<file path="config.mk">
export PLATFORM = sky130hd
export DESIGN_NAME = exs_execute
export DESIGN_NICKNAME = d
export VERILOG_FILES = /design/src/verilog/exs_pkg.sv /design/src/verilog/exs_slot.sv /design/src/verilog/exs_execute.sv
export SDC_FILE = /design/constraint.sdc
export NUM_CORES = 1
export LEC_CHECK = 0
export BUFFER_PORTS_ARGS = -buffer_cell sky130_fd_sc_hd__buf_2
export CORE_AREA = 3 3 209 211
export CTS_CLUSTER_DIAMETER = 200
export DETAILED_ROUTE_END_ITERATION = 12
export DIE_AREA = 0 0 212 214
export PLACE_DENSITY = 0.57
export RECOVER_POWER = 50
export SYNTH_ARGS = -nofsm -noshare
export SYNTH_HDL_FRONTEND = slang
export SYNTH_SLANG_ARGS = --single-unit
</file>
<file path="constraint.sdc">
create_clock -name i_sys_clk -period 1.45 [get_ports i_sys_clk]
set_clock_uncertainty 0.05 [all_clocks]
set_input_delay 0 -clock i_sys_clk [delete_from_list [all_inputs] [get_ports i_sys_clk]]
set_output_delay 0 -clock i_sys_clk [all_outputs]
set_load 0.03 [all_outputs]
</file>
<file path="src/verilog/exs_pkg.sv">
// Package of timing constants and types for the execute stage timing controller
package exs_pkg;

  // ----------------------------------------------------------------
  // Instruction timing classes
  // ----------------------------------------------------------------
  typedef enum logic [2:0]
  {
    EXS_SINGLE = 3'h0,
    EXS_MULT   = 3'h1,
    EXS_STORE  = 3'h2,
    EXS_XMULT  = 3'h3,
    EXS_LOAD   = 3'h4,
    EXS_BRANCH = 3'h5,
    EXS_NOP    = 3'h6
  } exs_class_type;

  // ----------------------------------------------------------------
  // Phase numbers and delay slots
  // ----------------------------------------------------------------
  localparam int EXS_NUM_PHASES = 5;
  localparam logic [2:0] EXS_WB_SINGLE = 3'h1;
  localparam logic [2:0] EXS_WB_MULT = 3'h2;
  localparam logic [2:0] EXS_WB_XMULT = 3'h4;
  localparam logic [2:0] EXS_WB_LOAD = 3'h5;
  localparam logic [2:0] EXS_SLOTS_SINGLE = 3'h0;
  localparam logic [2:0] EXS_SLOTS_MULT = 3'h1;
  localparam logic [2:0] EXS_SLOTS_STORE = 3'h0;
  localparam logic [2:0] EXS_SLOTS_XMULT = 3'h3;
  localparam logic [2:0] EXS_SLOTS_LOAD = 3'h4;
  localparam logic [2:0] EXS_SLOTS_BRANCH = 3'h5;

endpackage

</file>
<file path="src/verilog/exs_slot.sv">
// One slot of the execute timing pipe: holds one instruction in flight
`timescale 1ns/1ps
module exs_slot #(
  parameter int DW = 32,
  parameter int AW = 16,
  parameter int RW = 4
)
(
  input wire logic i_sys_clk,
  input wire logic i_rst_n,
  input wire logic i_valid,
  input wire exs_pkg::exs_class_type i_class,
  input wire logic [RW-1:0] i_dest,
  input wire logic [DW-1:0] i_data,
  input wire logic [AW-1:0] i_addr,
  output logic o_valid,
  output exs_pkg::exs_class_type o_class,
  output logic [RW-1:0] o_dest,
  output logic [DW-1:0] o_data,
  output logic [AW-1:0] o_addr
);

  typedef struct packed
  {
    logic valid;
    exs_pkg::exs_class_type cls;
    logic [RW-1:0] dest;
    logic [DW-1:0] data;
    logic [AW-1:0] addr;
  } exs_slot_type;

  exs_slot_type state;
  exs_slot_type next_state;

  // Load the slot from the previous phase
  always_comb
  begin
    next_state = state;
    next_state.valid = i_valid;
    next_state.cls = i_class;
    next_state.dest = i_dest;
    next_state.data = i_data;
    next_state.addr = i_addr;
    if (!i_rst_n)
    begin
      next_state = '0;
    end
  end

  // Slot register
  always_ff @(posedge i_sys_clk)
  begin
    state <= next_state;
  end

  assign o_valid = state.valid;
  assign o_class = state.cls;
  assign o_dest = state.dest;
  assign o_data = state.data;
  assign o_addr = state.addr;

endmodule // exs_slot

</file>
<file path="src/verilog/exs_execute.sv">
// Execute stage timing controller: sequences instructions through five execute phases
`timescale 1ns/1ps
module exs_execute #(
  parameter int DW = 32,
  parameter int AW = 16,
  parameter int RW = 4,
  parameter int PW = 32
)
(
  input wire logic i_sys_clk,
  input wire logic i_rst_n,
  // Issue port: one instruction per lane per packet
  input wire logic i_issue_valid,
  input wire exs_pkg::exs_class_type i_issue_class,
  input wire logic i_issue_cond,
  input wire logic [RW-1:0] i_issue_dest,
  input wire logic [DW-1:0] i_issue_result,
  input wire logic [AW-1:0] i_issue_addr,
  input wire logic [DW-1:0] i_issue_store_data,
  input wire logic [RW-1:0] i_issue_ptr_reg,
  input wire logic [AW-1:0] i_issue_ptr_next,
  input wire logic [PW-1:0] i_issue_target,
  // Second lane: a store in the same packet as the first lane
  input wire logic i_pair_store_valid,
  input wire logic [AW-1:0] i_pair_store_addr,
  input wire logic [DW-1:0] i_pair_store_data,
  // Data memory
  output logic o_mem_req,
  output logic o_mem_we,
  output logic [AW-1:0] o_mem_addr,
  output logic [DW-1:0] o_mem_wdata,
  output logic o_mem_rd_strobe,
  output logic o_mem_wr_strobe,
  input wire logic [DW-1:0] i_mem_rdata,
  // Program fetch
  output logic o_pg_redirect,
  output logic [PW-1:0] o_pg_target,
  // Register file write ports
  output logic o_ptr_we,
  output logic [RW-1:0] o_ptr_waddr,
  output logic [AW-1:0] o_ptr_wdata,
  output logic o_single_we,
  output logic [RW-1:0] o_single_waddr,
  output logic [DW-1:0] o_single_wdata,
  output logic o_mult_we,
  output logic [RW-1:0] o_mult_waddr,
  output logic [DW-1:0] o_mult_wdata,
  output logic o_xmult_we,
  output logic [RW-1:0] o_xmult_waddr,
  output logic [DW-1:0] o_xmult_wdata,
  output logic o_load_we,
  output logic [RW-1:0] o_load_waddr,
  output logic [DW-1:0] o_load_wdata,
  // Phase-one unit busy flag and delay slots of the issued instruction
  output logic o_unit_busy,
  output logic [2:0] o_delay_slots
);

  // ----------------------------------------------------------------
  // State
  // ----------------------------------------------------------------
  typedef struct packed
  {
    logic ptr_we;
    logic [RW-1:0] ptr_waddr;
    logic [AW-1:0] ptr_wdata;
    logic single_we;
    logic [RW-1:0] single_waddr;
    logic [DW-1:0] single_wdata;
    logic mult_we;
    logic [RW-1:0] mult_waddr;
    logic [DW-1:0] mult_wdata;
    logic xmult_we;
    logic [RW-1:0] xmult_waddr;
    logic [DW-1:0] xmult_wdata;
    logic redirect;
    logic [PW-1:0] target;
    logic pair_e2;
    logic pair_e3;
    logic mem_req;
    logic mem_we;
    logic [AW-1:0] mem_addr;
    logic [DW-1:0] mem_wdata;
    logic rd_strobe;
    logic wr_strobe;
    logic load_we;
    logic [RW-1:0] load_waddr;
    logic [DW-1:0] load_wdata;
  } exs_ctl_type;

  exs_ctl_type state;
  exs_ctl_type next_state;

  localparam int EXS_N = exs_pkg::EXS_NUM_PHASES - 1;

  // Phase slots: index 1 is execute_phase_two ... index 4 is execute_phase_five
  logic [EXS_N:1] slot_valid;
  exs_pkg::exs_class_type slot_class [EXS_N:1];
  logic [RW-1:0] slot_dest [EXS_N:1];
  logic [DW-1:0] slot_data [EXS_N:1];
  logic [AW-1:0] slot_addr [EXS_N:1];

  // ----------------------------------------------------------------
  // Execute phase one decode
  // ----------------------------------------------------------------
  logic e1_live;
  logic e1_mult;
  logic e1_store;
  logic e1_xmult;
  logic e1_load;
  logic e1_single;
  logic e1_branch;
  logic e1_pair;
  logic [DW-1:0] e1_carry;

  // Only true-condition, non-nop instructions go past phase one
  assign e1_live = i_issue_valid && i_issue_cond && (i_issue_class != exs_pkg::EXS_NOP);
  assign e1_single = e1_live && (i_issue_class == exs_pkg::EXS_SINGLE);
  assign e1_mult = e1_live && (i_issue_class == exs_pkg::EXS_MULT);
  assign e1_store = e1_live && (i_issue_class == exs_pkg::EXS_STORE);
  assign e1_xmult = e1_live && (i_issue_class == exs_pkg::EXS_XMULT);
  assign e1_load = e1_live && (i_issue_class == exs_pkg::EXS_LOAD);
  assign e1_branch = e1_live && (i_issue_class == exs_pkg::EXS_BRANCH);
  // A paired store shares the single memory port, so it only joins a load of the same word
  assign e1_pair = e1_load && i_pair_store_valid && (i_pair_store_addr == i_issue_addr);
  // Store carries its data, a load the data of its paired store, others their result
  assign e1_carry = e1_store ? i_issue_store_data : (e1_load ? i_pair_store_data : i_issue_result);

  // Delay slots reported per class; nop holds no unit
  always_comb
  begin
    o_delay_slots = exs_pkg::EXS_SLOTS_SINGLE;
    o_unit_busy = i_issue_valid && (i_issue_class != exs_pkg::EXS_NOP);
    case (i_issue_class)
      exs_pkg::EXS_MULT: o_delay_slots = exs_pkg::EXS_SLOTS_MULT;
      exs_pkg::EXS_STORE: o_delay_slots = exs_pkg::EXS_SLOTS_STORE;
      exs_pkg::EXS_XMULT: o_delay_slots = exs_pkg::EXS_SLOTS_XMULT;
      exs_pkg::EXS_LOAD: o_delay_slots = exs_pkg::EXS_SLOTS_LOAD;
      exs_pkg::EXS_BRANCH: o_delay_slots = exs_pkg::EXS_SLOTS_BRANCH;
      default: o_delay_slots = exs_pkg::EXS_SLOTS_SINGLE;
    endcase
  end

  // ----------------------------------------------------------------
  // Phase slots for multicycle classes
  // ----------------------------------------------------------------
  genvar g;
  generate
    for (g = 1; g <= EXS_N; g++)
    begin : gen_slot
      logic in_valid;
      exs_pkg::exs_class_type in_class;
      logic [RW-1:0] in_dest;
      logic [DW-1:0] in_data;
      logic [AW-1:0] in_addr;
      if (g == 1)
      begin : gen_head
        // Single cycle and branch finish in phase one
        assign in_valid = e1_mult || e1_store || e1_xmult || e1_load;
        assign in_class = i_issue_class;
        assign in_dest = i_issue_dest;
        assign in_data = e1_carry;
        assign in_addr = i_issue_addr;
      end
      else
      begin : gen_tail
        // Each class leaves the pipe after its last phase
        assign in_valid = slot_valid[g-1] &&
          !(g - 1 >= 1 && slot_class[g-1] == exs_pkg::EXS_MULT) &&
          !(g - 1 >= 2 && slot_class[g-1] == exs_pkg::EXS_STORE) &&
          !(g - 1 >= 3 && slot_class[g-1] == exs_pkg::EXS_XMULT);
        assign in_class = slot_class[g-1];
        assign in_dest = slot_dest[g-1];
        assign in_data = slot_data[g-1];
        assign in_addr = slot_addr[g-1];
      end
      exs_slot #(
        .DW(DW),
        .AW(AW),
        .RW(RW)
      ) u_slot (
        .i_sys_clk(i_sys_clk),
        .i_rst_n(i_rst_n),
        .i_valid(in_valid),
        .i_class(in_class),
        .i_dest(in_dest),
        .i_data(in_data),
        .i_addr(in_addr),
        .o_valid(slot_valid[g]),
        .o_class(slot_class[g]),
        .o_dest(slot_dest[g]),
        .o_data(slot_data[g]),
        .o_addr(slot_addr[g])
      );
    end
  endgenerate

  // ----------------------------------------------------------------
  // Next state
  // ----------------------------------------------------------------
  logic p3_store;
  logic p3_load;
  logic p5_load;

  // Phase three sits in slot 2, phase five in slot 4
  assign p3_store = slot_valid[2] && (slot_class[2] == exs_pkg::EXS_STORE);
  assign p3_load = slot_valid[2] && (slot_class[2] == exs_pkg::EXS_LOAD);
  assign p5_load = slot_valid[4] && (slot_class[4] == exs_pkg::EXS_LOAD);

  always_comb
  begin
    next_state = state;
    // Pointer update written in phase one, usable next packet
    next_state.ptr_we = (e1_load || e1_store) && (i_issue_ptr_reg != '0);
    next_state.ptr_waddr = i_issue_ptr_reg;
    next_state.ptr_wdata = i_issue_ptr_next;
    // Single-cycle result lands at the end of phase one
    next_state.single_we = e1_single;
    next_state.single_waddr = i_issue_dest;
    next_state.single_wdata = i_issue_result;
    // Multiply result lands at the end of phase two
    next_state.mult_we = slot_valid[1] && (slot_class[1] == exs_pkg::EXS_MULT);
    next_state.mult_waddr = slot_dest[1];
    next_state.mult_wdata = slot_data[1];
    // Extended multiply result lands at the end of phase four
    next_state.xmult_we = slot_valid[3] && (slot_class[3] == exs_pkg::EXS_XMULT);
    next_state.xmult_waddr = slot_dest[3];
    next_state.xmult_wdata = slot_data[3];
    // Branch target is registered and steers address generation in the cycle after issue
    next_state.redirect = e1_branch;
    next_state.target = i_issue_target;
    // A paired store rides along with its load up to the access phase
    next_state.pair_e2 = e1_pair;
    next_state.pair_e3 = state.pair_e2;
    // Phase three is the access; one op per phase keeps issue order as access order
    next_state.mem_req = p3_store || p3_load;
    next_state.mem_we = p3_store || (p3_load && state.pair_e3);
    next_state.mem_addr = slot_addr[2];
    next_state.mem_wdata = slot_data[2];
    next_state.rd_strobe = p3_load;
    next_state.wr_strobe = p3_store || (p3_load && state.pair_e3);
    // Data at the core boundary is written to the register in phase five
    next_state.load_we = p5_load;
    next_state.load_waddr = slot_dest[4];
    next_state.load_wdata = i_mem_rdata;
    if (!i_rst_n)
    begin
      next_state = '0;
    end
  end

  // State register
  always_ff @(posedge i_sys_clk)
  begin
    state <= next_state;
  end

  // ----------------------------------------------------------------
  // Outputs
  // ----------------------------------------------------------------
  // Memory ops are in order: a store one packet ahead lands before the load reads
  assign o_mem_req = state.mem_req;
  assign o_mem_we = state.mem_we;
  assign o_mem_addr = state.mem_addr;
  assign o_mem_wdata = state.mem_wdata;
  // Read and write strobes of a paired access are raised in the same cycle
  assign o_mem_rd_strobe = state.rd_strobe;
  assign o_mem_wr_strobe = state.wr_strobe;
  assign o_pg_redirect = state.redirect;
  assign o_pg_target = state.target;
  assign o_ptr_we = state.ptr_we;
  assign o_ptr_waddr = state.ptr_waddr;
  assign o_ptr_wdata = state.ptr_wdata;
  // All write ports are independent so same-cycle finishers commit together
  assign o_single_we = state.single_we;
  assign o_single_waddr = state.single_waddr;
  assign o_single_wdata = state.single_wdata;
  // Multiply result written at end of phase two
  assign o_mult_we = state.mult_we;
  assign o_mult_waddr = state.mult_waddr;
  assign o_mult_wdata = state.mult_wdata;
  // Extended multiply written at end of phase four
  assign o_xmult_we = state.xmult_we;
  assign o_xmult_waddr = state.xmult_waddr;
  assign o_xmult_wdata = state.xmult_wdata;
  assign o_load_we = state.load_we;
  assign o_load_waddr = state.load_waddr;
  assign o_load_wdata = state.load_wdata;

endmodule // exs_execute

</file>
==> results of run 1 <==
## per-layer routing
layer / vias up / GRT usage [%] / wire length [um]
met5: - / 0 / 0
met3: 75 / 3.50 / 1820
met1: 3916 / 15.3 / 12800
li1: 4213 / - / -
met2: 304 / 25.2 / 16600
met4: 0 / 5.67 / 1140
## kinds of logic after synthesis
group                  Yosys count  share of synthesized area (%)
flip-flops                     339                           58.0
AO/OA/AOI/OAI                   71                           3.49
buffers and inverters          298                           17.7
AND/OR/NAND/NOR                393                           19.5
XOR/XNOR                        18                           1.35
## how the worst max path moves through the flow
stage | end | depth (start not counted) | slack, ns | start
2_1_floorplan | gen_slot[1].u_slot.o_data[10]$_SDFF_PN0_ | 7 | 0.34 | i_issue_class[0]
3_3_place_gp | o_ptr_we$_SDFF_PN0_ | 4 | 0.20 | i_rst_n
3_5_place_dp | gen_slot[1].u_slot.o_data[2]$_SDFF_PN0_ | 6 | 0.18 | i_issue_class[1]
4_1_cts | o_mem_wr_strobe | 1 | 0.18 | o_mem_we$_SDFF_PN0_
5_1_grt | gen_slot[1].u_slot.o_data[2]$_SDFF_PN0_ | 7 | 0.06 | i_issue_class[1]
6_report | gen_slot[1].u_slot.o_data[12]$_SDFF_PN0_ | 7 | 0.17 | i_issue_class[1]
## synth_stat cells
master	instances
buf_2	7
nor2b_1	1
nor3b_1	1
nor2_1	8
nor3_1	2
and3b_1	1
dfxtp_1	339
nand3b_1	2
a31oi_1	32
o21ai_0	32
buf_4	246
and3_1	1
o211a_1	2
a21oi_1	4
xor2_1	12
nand4b_1	1
xnor2_1	6
buf_6	3
o21a_1	1
nor4_1	4
nand4_1	2
and2_1	295
nand2b_1	2
and4bb_1	1
clkbuf_1	42
nand2_1	68
nand3_1	4
## state kept, by name, indices dropped and copies added, names as in the netlist, 2 cells and up
| name | cells |
|---|---|
| o_xmult_waddr | 4 |
| state | 2 |
| o_ptr_wdata | 16 |
| gen_slot.u_slot.o_addr | 32 |
| o_pg_target | 32 |
| o_load_waddr | 4 |
| o_mult_waddr | 4 |
| o_ptr_waddr | 4 |
| gen_slot.u_slot.o_dest | 8 |
| o_xmult_wdata | 32 |
| o_mem_addr | 16 |
| gen_slot.u_slot.o_data | 32 |
| o_mult_wdata | 32 |
| gen_slot.u_slot.o_valid | 4 |
| o_load_wdata | 32 |
| gen_slot.u_slot.o_class | 12 |
| o_single_wdata | 32 |
| o_mem_wdata | 32 |
## timing repair
action / in CTS / in global routing
endpoints found under the setup margin: 0 / 0
hold endpoints to repair: 184 / 0
hold buffers: 253 / 0
## final cells by class
| class | instances | share of cell area (%) |
|---|---|---|
| repair buffers | 743 | 30.5 |
| clock buffers | 53 | 6.42 |
| flip-flops and latches | 339 | 41.2 |
| multi-input cells | 482 | 17.3 |
| well taps | 539 | 4.09 |
| clock inverters | 10 | 0.532 |
## metrics by stage
stage | cells | power (W) | setup slack (ns) | cell area (um^2) | hold slack (ns)
3_3_place_gp | 1850 | 0.0118 | 0.199 | 12900 | 0.156
4_1_cts | 2166 | 0.0214 | 0.179 | 16600 | 0.000372
3_5_place_dp | 1850 | 0.0118 | 0.178 | 12900 | 0.159
6_report | 2166 | 0.0210 | 0.169 | 16500 | 0.0115
2_1_floorplan | 1119 | 0.0114 | 0.341 | 11700 | 0.0287
5_1_grt | 2166 | 0.0219 | 0.0639 | 16500 | 0.0291
## where the power goes
part	internal, W	switching (W)	leakage, nW
clock	0.00526	0.00361	0.558
sequential	0.00971	0.000122	2.79
combinational	0.00107	0.00124	4.35
total	0.0160	0.00497	7.71
## critical path, stage by stage
cell	delay [ns]
dlygate4sd3_1	0.53
buf_2	0.16
and4bb_1	0.30
and2_2	0.20
buf_12	0.21
nand2_1	0.08
a31oi_1	0.16
==> flow_summary.yaml, run 1 <==
run_status:
  outcome: "complete, no violations"
sta:
  worst_pin_slew_ns: 1.04
  rsz0062_at_grt: "no"
  final-setup-viol-count: 0
  relSlewSlack_pct: 30.8
  period_minus_slack_ns: 1.28
  setup_tns_ns: 0
  finalCritPeriodShare_pct: 88.3
  hold_violations: 0
  fmax_ghz: 0.781
  report.final.slew_viol_count: 0
floorplan:
  die-area_mm2: 0.0454
  initial_utilization_pct: 27.9
  core_mm2: 0.0419
  design.portCount: 482
  fp-row-count: 75
  die_w_um: 212
  fp.dieH_um: 214
clocking:
  clock_latency_ns: 0.53
  cts_resized: 0
  htreeDepth: 2
  clock_path_buffers: 3
  cts_tree: "done"
  cts_inserted_buffers: 37
  clock-root-buffer: "clkbuf_16"
  clkTransAtPathRegs_ns: 0.05
  cts_num_sinks: 339
  postCtsSetupRepairBufs: 0
drt:
  postRouteAntennaNets: 0
  wire_per_inst_um: 14.9
  first_pass_iters: 4
  via_per_inst: 3.93
  drc: 0
  drt_iter0_drc: 363
  vias: 8508
  wirelength_um: 32300
global_routing:
  grt_pass1_vias: 9036
  grt_remaining_overflow: 0
  grt_pass1_wl_um: 49400
  grt_use_total_pct: 13.9
  grt_max_degree: 121
  grt_antenna_before_repair: 0
final_layout:
  fillCellCount: 4066
  seqCellArea_mm2: 0.00679
  diodes: 0
  nets: 1827
  mostFrequentLayoutCell: "buf_2"
  final_util_pct: 39.3
  layout-drive-gt1-share_pct: 31.0
  multi_input_area_mm2: 0.00285
  area_growth_pct: 40.8
  final_cell_mix: "442 x buf_2, 339 x dfxtp_1, 253 x dlygate4sd3_1"
setup_path:
  rrSetupSlack_ns: 0.31
  r2r_end: "gen_slot[2].u_slot.o_addr[1]$_SDFF_PN0_"
  r2r_start: "gen_slot[1].u_slot.o_addr[1]$_SDFF_PN0_"
  start_kind: "primary input"
  crit_type: "in -> reg"
  cp_data_arrival_time_ns: 1.68
  cp.required_ns: 1.84
  rr_worst_depth: 2
  cp_max_fo: 31
  end_kind: "flop"
synthesis:
  synth_cell_types: 27
  syn_area_per_cell_um2: 10.5
  yosysTopAreaCell: "dfxtp_1"
  ys_seq_elements: 339
  synth_nets: 1343
  yosysWarningCount: 0
  synthCells: 1119
  synthesis.area_mm2: 0.0117
  synthTopCellsByArea: "dfxtp_1 58%, buf_4 16%, and2_1 16%"
  synth.top_cell.area_share_pct: 58.0
  synth-seq-area-share_pct: 58.0
pwr:
  p_leak_nw: 7.71
  powerDensity_mw_per_mm2: 1280
  vdd_drop_max_uv: 718
place:
  gp_congestion: 0.783
  port_buffers: 481
  hpwlAfterDp_um: 21300
worst_hold_path:
  worstHoldStart: "i_pair_store_addr[2]"
  hold_depth: 5
  hold_path_class: "in -> reg"
  min_to: "state[90]$_SDFF_PN0_"
job:
  maxCapViolations: 0
(Power assumes the default switching activity.)
==> run 2, diff against run 1 <==
- CTS_CLUSTER_SIZE: unset -> 8
- GPL_TIMING_DRIVEN: unset -> 0
- REMOVE_ABC_BUFFERS: unset -> 1
==> run 2 against run 1 <==
Net effect:
- the flow now finishes with violations (hold timing)
- sequential share of layout area shrank 0.76 points
- core utilization grew 0.74 points
- first-iteration DRC count shrank 12%
- highest routed layer is now met5
==> flow_summary.yaml, run 2 (synthesis results as in run 1) <==
global_routing:
  grt_use_total_pct: 14.2
  grt_max_degree: 161
  grt_antenna_before_repair: 3
  grt_pass1_vias: 9369
  grt_remaining_overflow: 0
  grt_pass1_wl_um: 50500
final_layout:
  layout-drive-gt1-share_pct: 32.7
  final_cell_mix: "468 x buf_2, 339 x dfxtp_1, 264 x dlygate4sd3_1"
  area_growth_pct: 43.4
  fillCellCount: 3972
  nets: 1849
  multi_input_area_mm2: 0.00287
  fin_cells: 2167
  mostFrequentLayoutCell: "buf_2"
  seqCellArea_mm2: 0.00679
sta:
  relSlewSlack_pct: 59.8
  fin_worst_hold_slack_ns: -0.00404
  setup_slack_ns: 0.106
  rsz0062_at_grt: "no"
  hold_violations: 3
  setup_tns_ns: 0
  fmax_ghz: 0.744
  period_minus_slack_ns: 1.34
  finalCritPeriodShare_pct: 92.7
  worst_pin_slew_ns: 0.603
  final-setup-viol-count: 0
  report.final.slew_viol_count: 0
drt:
  vias: 8902
  via_per_inst: 4.11
  drc: 0
  wire_per_inst_um: 15.9
  wirelength_um: 34400
  first_pass_iters: 4
  drt_iter0_drc: 318
  postRouteAntennaNets: 0
clocking:
  cts_tree: "done"
  clock-root-buffer: "clkbuf_16"
  cts_inserted_buffers: 48
  clkTransAtPathRegs_ns: 0.05
  cts_num_sinks: 339
  clock_path_buffers: 3
  htreeDepth: 2
  clock_latency_ns: 0.55
setup_path:
  slowest_stage: "dlygate4sd3_1"
  crit_path_cell_trace: "buf_2 > dlygate4sd3_1 > nand3_1 > buf_12 > o21ai_0 > a31oi_1"
  start_kind: "primary input"
  cp_max_fo: 36
  critPathMaxStageDelay_ns: 0.74
  cp.required_ns: 1.80
  cp_data_arrival_time_ns: 1.70
  rrSetupSlack_ns: 0.30
  crit_type: "in -> reg"
  end_kind: "flop"
place:
  port_buffers: 481
  place_ws_ns: -0.628
  gp_congestion: 0.808
  placed_cells: 1845
  hpwlAfterDp_um: 20800
job:
  maxCapViolations: 0
run_status:
  outcome: "finished, violations left"
  violations: "hold timing"
pwr:
  vdd_drop_max_uv: 655
  powerDensity_mw_per_mm2: 1300
  p_leak_nw: 7.92
floorplan:
  fp.dieH_um: 214
  die_w_um: 212
  die-area_mm2: 0.0454
  initial_utilization_pct: 27.9
  core_mm2: 0.0419
  design.portCount: 482
  fp-row-count: 75
worst_hold_path:
  hold_path_class: "in -> reg"
==> run 2: changes by cell type in the layout (fill, tap and decap cells not counted), sizes merged <==
| cell | before | now |
|---|---|---|
| clkinvlp | 2 | 1 |
| clkinv | 5 | 0 |
| buf | 448 | 477 |
| nand3 | 4 | 5 |
| inv | 2 | 0 |
| bufinv | 1 | 0 |
| clkbuf | 95 | 61 |
| dlygate4sd3 | 253 | 264 |
| diode | 0 | 3 |
==> run 2: timing repair <==
item	CTS	global route
hold buffers	267	0
endpoints found under the setup margin	1	1
pin swaps	0	1
gates cloned	0	1
gates resized for setup	1	2
endpoints found under the hold margin	201	0
setup buffers	0	1
==> run 2: final cells by class <==
class	count	area share, %
clock inverter	1	0.0447
antenna	3	0.0447
clock buffer	49	7.31
timing repair buffer	753	31.1
tap	539	4.02
multi-input combinational	483	17.1
sequential	339	40.4
==> run 2: metal layers <==
metal	GRT usage, %	vias up	share of wire [%]	routed length (um)
met1	14.6	4137	38	12900
met4	7.52	2	4.6	1600
met3	5.55	94	9.1	3130
met2	24.8	431	49	16800
li1	-	4238	-	-
met5	0	-	0.026	9
==> run 2: final timing paths <==
kind | startpoint | cells past startpoint | to
hold / removal | i_issue_valid | 3 | gen_slot[1].u_slot.o_data[23]$_SDFF_PN0_
setup / recovery | i_issue_cond | 6 | gen_slot[1].u_slot.o_data[24]$_SDFF_PN0_
setup reg to reg | o_mem_wdata[29]$_SDFF_PN0_ | 2 | o_xmult_wdata[29]$_SDFF_PN0_
hold reg to reg | gen_slot[4].u_slot.o_class[1]$_SDFF_PN0_ | 1 | o_load_we$_SDFF_PN0_
==> run 2: worst max-delay path: cells and delay by family <==
family | cells | cell delay [ns]
compound gates | 2 | 0.40
simple gates | 1 | 0.22
buf+inv | 3 | 1.04
==> run 2: where the power goes <==
group	leakage [nW]	internal, W	switching, W
logic	4.52	0.00111	0.00127
registers	2.79	0.00974	0.000115
clock network	0.604	0.00586	0.00367
total	7.92	0.0167	0.00506
==> run 2: metrics by stage <==
stage	instance area, um^2	util (%)	hold WS (ns)	total power (W)
6_report	16800	40.0	-0.00404	0.0218
2_1_floorplan	9630	-	0.0264	0.0109
4_1_cts	16800	40.0	0.0122	0.0221
3_5_place_dp	12800	30.6	0.159	0.0118
3_3_place_gp	12700	30.3	0.155	0.0118
5_1_grt	16800	40.0	-0.0105	0.0227
